File: config.mk
export PLATFORM = sky130hd
export DESIGN_NAME = scp_control
export DESIGN_NICKNAME = d
export VERILOG_FILES = /design/src/design/scp_pkg.sv /design/src/design/scp_format.sv /design/src/design/scp_control.sv
export SDC_FILE = /design/constraint.sdc
export NUM_CORES = 1
export LEC_CHECK = 0
export ABC_AREA = 1
export BUFFER_PORTS_ARGS = -buffer_cell sky130_fd_sc_hd__buf_2
export CORE_MARGIN = 2
export CORE_UTILIZATION = 50
export DETAILED_ROUTE_END_ITERATION = 8
export GPL_TIMING_DRIVEN = 0
export PLACE_DENSITY = 0.65
export SYNTH_ARGS = -nofsm -noshare
export SYNTH_HDL_FRONTEND = slang
export SYNTH_SLANG_ARGS = --single-unit
File: constraint.sdc
create_clock -name clock -period 4.9 [get_ports clock]
set_input_delay 0.98 -clock clock [delete_from_list [all_inputs] [get_ports clock]]
set_output_delay 0.98 -clock clock [all_outputs]
set_load 0.03 [all_outputs]
File: src/design/scp_pkg.sv
package scp_pkg;
    localparam logic [7:0] ADDR_CONTROL_STATUS = 8'h02;
    localparam logic [7:0] ADDR_CHANNEL_POINTER = 8'h03;
    localparam logic [7:0] ADDR_DATA_BASE = 8'h40;
    localparam logic [7:0] ADDR_DATA_LAST = 8'h7F;
    localparam logic [7:0] CONTROL_RESET = 8'h00;
    localparam logic [7:0] CONTROL_WRITABLE = 8'hBF;
    localparam int BIT_INDICATOR_DARK = 7;
    localparam int BIT_STIM_HI = 5;
    localparam int BIT_STIM_LO = 3;
    localparam int BIT_SIGNED_FORMAT = 2;
    localparam int BIT_DOUBLE_PAGE = 1;
    localparam int BIT_SCAN_HOLD = 0;
    localparam logic [4:0] PAGE_CHANNELS_M1 = 5'h0F;
    localparam logic [4:0] ALL_CHANNELS_M1 = 5'h1F;
    localparam int CLOCK_MHZ = 100;
    localparam int HOLD_PERIOD_MS = 25;
    localparam int HOLD_PERIOD_CYCLES = HOLD_PERIOD_MS * 1000 * CLOCK_MHZ;
    localparam int SCAN_PERIOD_CYCLES = HOLD_PERIOD_CYCLES;
    localparam int SAMPLE_WIDTH = 12;
    localparam int DATA_WIDTH = 16;
    typedef enum logic [2:0] {
        SCP_STIM_EXTERNAL = 3'b000,
        SCP_STIM_ZERO = 3'b111,
        SCP_STIM_LOW = 3'b101,
        SCP_STIM_MID = 3'b011,
        SCP_STIM_HIGH = 3'b001
    } scp_stim_t;
    typedef enum logic [1:0] {
        SCP_IDLE = 2'b00,
        SCP_CONVERT = 2'b01,
        SCP_STORE = 2'b10
    } scp_state_t;
endpackage

File: src/design/scp_format.sv
`timescale 1ns/1ps
`default_nettype none
module scp_format (
    input wire logic [scp_pkg::SAMPLE_WIDTH-1:0] sample,
    input wire logic signed_format,
    output logic [scp_pkg::DATA_WIDTH-1:0] result
);
    import scp_pkg::*;
    wire logic [SAMPLE_WIDTH-1:0] flipped;
    // Offset binary flips its top bit to become two's complement.
    assign flipped = {~sample[SAMPLE_WIDTH-1], sample[SAMPLE_WIDTH-2:0]};
    assign result = signed_format
        ? {{(DATA_WIDTH-SAMPLE_WIDTH){flipped[SAMPLE_WIDTH-1]}}, flipped}
        : {{(DATA_WIDTH-SAMPLE_WIDTH){1'b0}}, sample};
endmodule // scp_format
`default_nettype wire

File: src/design/scp_control.sv
`timescale 1ns/1ps
`default_nettype none
module scp_control #(
    parameter int SCAN_CYCLES = scp_pkg::SCAN_PERIOD_CYCLES,
    parameter int HOLD_CYCLES = scp_pkg::HOLD_PERIOD_CYCLES
) (
    input wire logic clock,
    input wire logic rst,
    input wire logic single_ended,
    input wire logic [7:0] bus_addr,
    input wire logic bus_write,
    input wire logic bus_read,
    input wire logic [7:0] bus_wdata,
    input wire logic [15:0] bus_wdata_word,
    output logic [15:0] bus_rdata,
    output logic indicator_on,
    output logic [2:0] stimulus_select,
    output logic [4:0] convert_channel,
    output logic convert_start,
    input wire logic convert_done,
    input wire logic [scp_pkg::SAMPLE_WIDTH-1:0] convert_sample
);
    import scp_pkg::*;

    logic [7:0] control_status_reg;
    logic [4:0] channel_pointer_reg;
    logic [DATA_WIDTH-1:0] data_ram [0:31];
    scp_state_t state;
    logic [31:0] pace;
    logic [2:0] next_stimulus;

    wire logic [4:0] last_index;
    wire logic hold;
    wire logic double_page;
    wire logic wr_control;
    wire logic wr_data;
    wire logic [4:0] wr_index;
    wire logic [4:0] rd_index;
    wire logic [DATA_WIDTH-1:0] formatted;
    wire logic [31:0] period;
    wire logic pace_done;
    wire logic [4:0] next_pointer;
    wire logic [15:0] next_rdata;
    wire logic store_now;

    function automatic logic [4:0] data_index(input logic [7:0] addr);
        data_index = addr[5:1];
    endfunction

    assign hold = control_status_reg[BIT_SCAN_HOLD];
    assign double_page = control_status_reg[BIT_DOUBLE_PAGE] & ~single_ended;
    assign last_index = (single_ended | double_page)
        ? ALL_CHANNELS_M1 : PAGE_CHANNELS_M1;
    assign wr_control = bus_write && bus_addr == ADDR_CONTROL_STATUS;
    assign wr_data = bus_write && bus_addr >= ADDR_DATA_BASE
        && bus_addr <= ADDR_DATA_LAST;
    assign wr_index = data_index(bus_addr);
    assign rd_index = data_index(bus_addr);
    // The sample is only valid in the cycle that carries convert_done.
    assign store_now = state == SCP_CONVERT && convert_done;
    assign period = hold ? HOLD_CYCLES : SCAN_CYCLES;
    assign pace_done = pace >= period - 1;
    assign next_pointer = (channel_pointer_reg >= last_index)
        ? 5'h00 : channel_pointer_reg + 5'h01;
    assign next_stimulus = control_status_reg[BIT_STIM_LO]
        ? control_status_reg[BIT_STIM_HI:BIT_STIM_LO] : SCP_STIM_EXTERNAL;
    assign next_rdata = (bus_addr == ADDR_CONTROL_STATUS)
        ? {control_status_reg, 3'b000, channel_pointer_reg}
        : (bus_addr == ADDR_CHANNEL_POINTER)
        ? {8'h00, 3'b000, channel_pointer_reg}
        : (bus_addr >= ADDR_DATA_BASE && bus_addr <= ADDR_DATA_LAST)
        ? data_ram[rd_index] : 16'h0000;

    scp_format u_format (
        .sample(convert_sample),
        .signed_format(control_status_reg[BIT_SIGNED_FORMAT]),
        .result(formatted)
    );

    always_ff @(posedge clock or posedge rst) begin
        if (rst) begin
            control_status_reg <= CONTROL_RESET;
        end else if (wr_control) begin
            control_status_reg <= bus_wdata & CONTROL_WRITABLE;
        end
    end

    always_ff @(posedge clock or posedge rst) begin
        if (rst) begin
            indicator_on <= 1'b1;
            stimulus_select <= SCP_STIM_EXTERNAL;
            bus_rdata <= 16'h0000;
        end else begin
            indicator_on <= ~control_status_reg[BIT_INDICATOR_DARK];
            stimulus_select <= next_stimulus;
            bus_rdata <= bus_read ? next_rdata : 16'h0000;
        end
    end

    always_ff @(posedge clock or posedge rst) begin
        if (rst) begin
            pace <= 32'h0000_0000;
        end else if (pace_done) begin
            pace <= 32'h0000_0000;
        end else begin
            pace <= pace + 32'h0000_0001;
        end
    end

    always_ff @(posedge clock or posedge rst) begin
        if (rst) begin
            state <= SCP_IDLE;
            channel_pointer_reg <= 5'h00;
            convert_start <= 1'b0;
            convert_channel <= 5'h00;
        end else begin
            convert_start <= 1'b0;
            unique case (state)
                SCP_IDLE: begin
                    if (pace_done) begin
                        convert_start <= 1'b1;
                        convert_channel <= double_page
                            ? {1'b0, channel_pointer_reg[3:0]}
                            : channel_pointer_reg;
                        state <= SCP_CONVERT;
                    end
                end
                SCP_CONVERT: begin
                    if (convert_done) begin
                        state <= SCP_STORE;
                    end
                end
                SCP_STORE: begin
                    if (!hold) begin
                        channel_pointer_reg <= next_pointer;
                    end
                    state <= SCP_IDLE;
                end
                default: state <= SCP_IDLE;
            endcase
        end
    end

    always_ff @(posedge clock) begin
        if (store_now) begin
            data_ram[channel_pointer_reg] <= formatted;
        end else if (wr_data) begin
            data_ram[wr_index] <= bus_wdata_word;
        end
    end
endmodule // scp_control
`default_nettype wire

==> results.toml <==
[job]
max_cap_viol_count = 0

[die]
rows = 80
initial_utilization = 0.506
die_y_um = 224
die-area_mm2 = 0.0500
core-area_mm2 = 0.0476
io_pins = 76
dieWidth_um = 224

[sta]
max_freq_mhz = 337
finalHoldViolations = 0
fin_crit_ns = 2.97
fin_worst_skew_ns = 0.0187
finalSetupViolCount = 0
setup_ws_ns = 1.93
worst_slew_pin_slew_ns = 0.965
rsz0062_at_grt = "false"
relSlewSlack = 0.355
period_share = 0.606
finalMaxSlewViolations = 0
setup_tns_ns = 0

[cts]
h-tree-depth = 2
clockRootBuffer = "clkbuf_16"
holdBufCountCts = 0
numClockSinks = 584
tritoncts = "done"
clock_latency_ns = 0.62
cts.path.max_buffers = 3
cts_buffers = 59
clkTransAtPathRegs_ns = 0.06
cts_setup_buffers = 0
post_cts_resized = 0

[finish]
drive_above_1_share = 0.158
largest_register_ff_count = 512
nNetsFinal = 2328
n_fill_cell = 3798
reg_top3 = "data_ram x512, pace x32, bus_rdata x16"
area_growth_pct = 16.8
largest_register = "data_ram"

[power_and_ir_drop]
power_density_mw_per_mm2 = 408
leakage_nw = 10.8
switching_share = 0.252
p_comb_frac = 0.110
p_int_w = 0.00858
p_clk_frac = 0.388
ir_drop_mv = 0.337
p_seq_frac = 0.502
power.switching_w = 0.00290

[route]
drt_iter0_markers = 2241
firstDrtPassIters = 6
drc = 0
wl_um = 70300
vias_per_cell = 5.81
routed-via-count = 17100
wire_per_inst_um = 23.9
antenna_left = 0

[grt]
grt_pass1_vias = 16500
grt.total_usage = 0.285
grt_pass1_wl_um = 105000
grt_max_degree = 41
overflow = 0
antenna_found_initial = 1

[placement]
numPortBuffers = 72
dpl.hpwl_um = 47600
gp_congestion = 0.906
pre_cts_slack_ns = 1.38

[synth]
synth_cell_types = 42
syn_inst = 2094
synth.area.top_cells = "edfxtp_1 (64%), nand2_1 (10%), nand3_1 (8.7%)"
yosysSeqAreaShare = 0.712
synth-seq-cells = 584
synth_top_area_frac = 0.638
synth_area_mm2 = 0.0241
synth_top_area_cell = "edfxtp_1"
synth.avg_cell_area_um2 = 11.5
ys.warnings.count = 0

[critical_path]
critPathCaptureType = "flop"
start_kind = "input port"
arrival_ns = 3.30
cp.required_ns = 5.23
path_class = "input port to flop"
crit_fanout = 10

[status]
status = "finished clean"

[min_path]
hold_path.class = "input port to asynchronous set/reset pin"
[logic make-up after synthesis]
kind of cell / synth area share
multiplexers: 0.00887
AND/OR/NAND/NOR: 0.215
buffers and inverters: 0.0392
adder cells (fa/ha/maj): 0.00208
XOR/XNOR: 0.00363
AO/OA/AOI/OAI: 0.0189
other: 0.000156
flip-flops: 0.712
[layout by cell type (no fill, tap or decap), drive strengths merged, types with 5 or more instances in the layout]
cell	synthesis	routed
nand4	5	5
clkinv	1	16
mux2	17	17
nand2	655	655
conb	1	10
edfxtp	512	512
clkbuf	13	106
nor3	15	15
a21oi	41	41
xor2	10	10
nor2	106	106
o21ai	33	33
buf	97	207
nand3	419	419
inv	76	77
dfrtp	71	71
[power by group through the flow]
stage | Clock [W] | Sequential [W] | Combinational (W)
final | 0.00445 | 0.00577 | 0.00126
after global routing | 0.00467 | 0.00578 | 0.00135
after CTS | 0.00447 | 0.00576 | 0.00125
after detailed placement | 0 | 0.00587 | 0.00124
after global placement | 0 | 0.00587 | 0.00109
after floorplan | 0 | 0.00590 | 0.000648
[critical path: stages]
cell and delay [ns]:
buf_6 0.12, buf_4 0.18, buf_2 0.21, o21ai_1 0.28
nand3_1 0.43, nor2_2 0.83, buf_16 0.24
[per-stage QoR]
step	power [W]	hold WS, ns	cell area [µm²]	util	instances
final	0.0115	0.367	28200	0.591	2939
after detailed placement	0.00710	0.405	26200	0.551	2827
after floorplan	0.00655	0.373	24100	-	2103
after global routing	0.0118	0.397	28200	0.591	2938
after global placement	0.00696	0.399	25300	0.531	2790
after CTS	0.0115	0.365	28200	0.591	2937
[area by class of cell]
cell class	instances	area (µm²)	share of cell area
tap	615	769	0.0273
buffer	110	653	0.0232
multi-input combinational	1332	6140	0.218
antenna	1	2.50	0.0000888
timing repair buffer	110	1220	0.0432
sequential	584	17200	0.610
clock inverter	17	103	0.00364
clock buffer	93	1810	0.0642
inverter	77	294	0.0104
[worst paths after layout]
path	from	to	slack, ns	cells after the start
setup / recovery	bus_addr[1]	data_ram[18][5]$_DFFE_PP_	1.93	7
hold / removal	rst	pace[8]$_DFF_PP0_	0.37	2
hold reg to reg	control_status_reg[7]$_DFFE_PP0P_	indicator_on$_DFF_PP1_	0.42	1
max in group asynchronous	rst	indicator_on$_DFF_PP1_	3.90	3
min in group clock	control_status_reg[7]$_DFFE_PP0P_	indicator_on$_DFF_PP1_	0.42	1
setup reg to reg	state[0]$_DFFE_PP0P_	data_ram[18][5]$_DFFE_PP_	2.06	8
[Yosys cell counts, drive strengths merged]
cell type    n
a21oi       41
nand4        5
o22ai        4
nand2      655
edfxtp     512
o21a         2
mux2        17
nor3        15
and2         1
ha           4
conb         1
o21ai       33
buf         97
o31ai        1
dfrtp       71
nand3      419
xor2        10
clkinv       1
o21bai       1
inv         76
clkbuf      13
a31oi        3
o211ai       1
nor3b        4
dfstp        1
nor2       106
[metal layers]
layer / share of wire / routed length (µm) / track usage / up-vias
li1: - / - / - / 7625
met1: 0.39 / 27300 / 0.387 / 8284
met2: 0.46 / 32200 / 0.448 / 967
met3: 0.11 / 7770 / 0.0603 / 205
met4: 0.044 / 3100 / 0.127 / 0
met5: 0 / 0 / 0 / -
No activity file was read; power rests on OpenSTA's default activity.
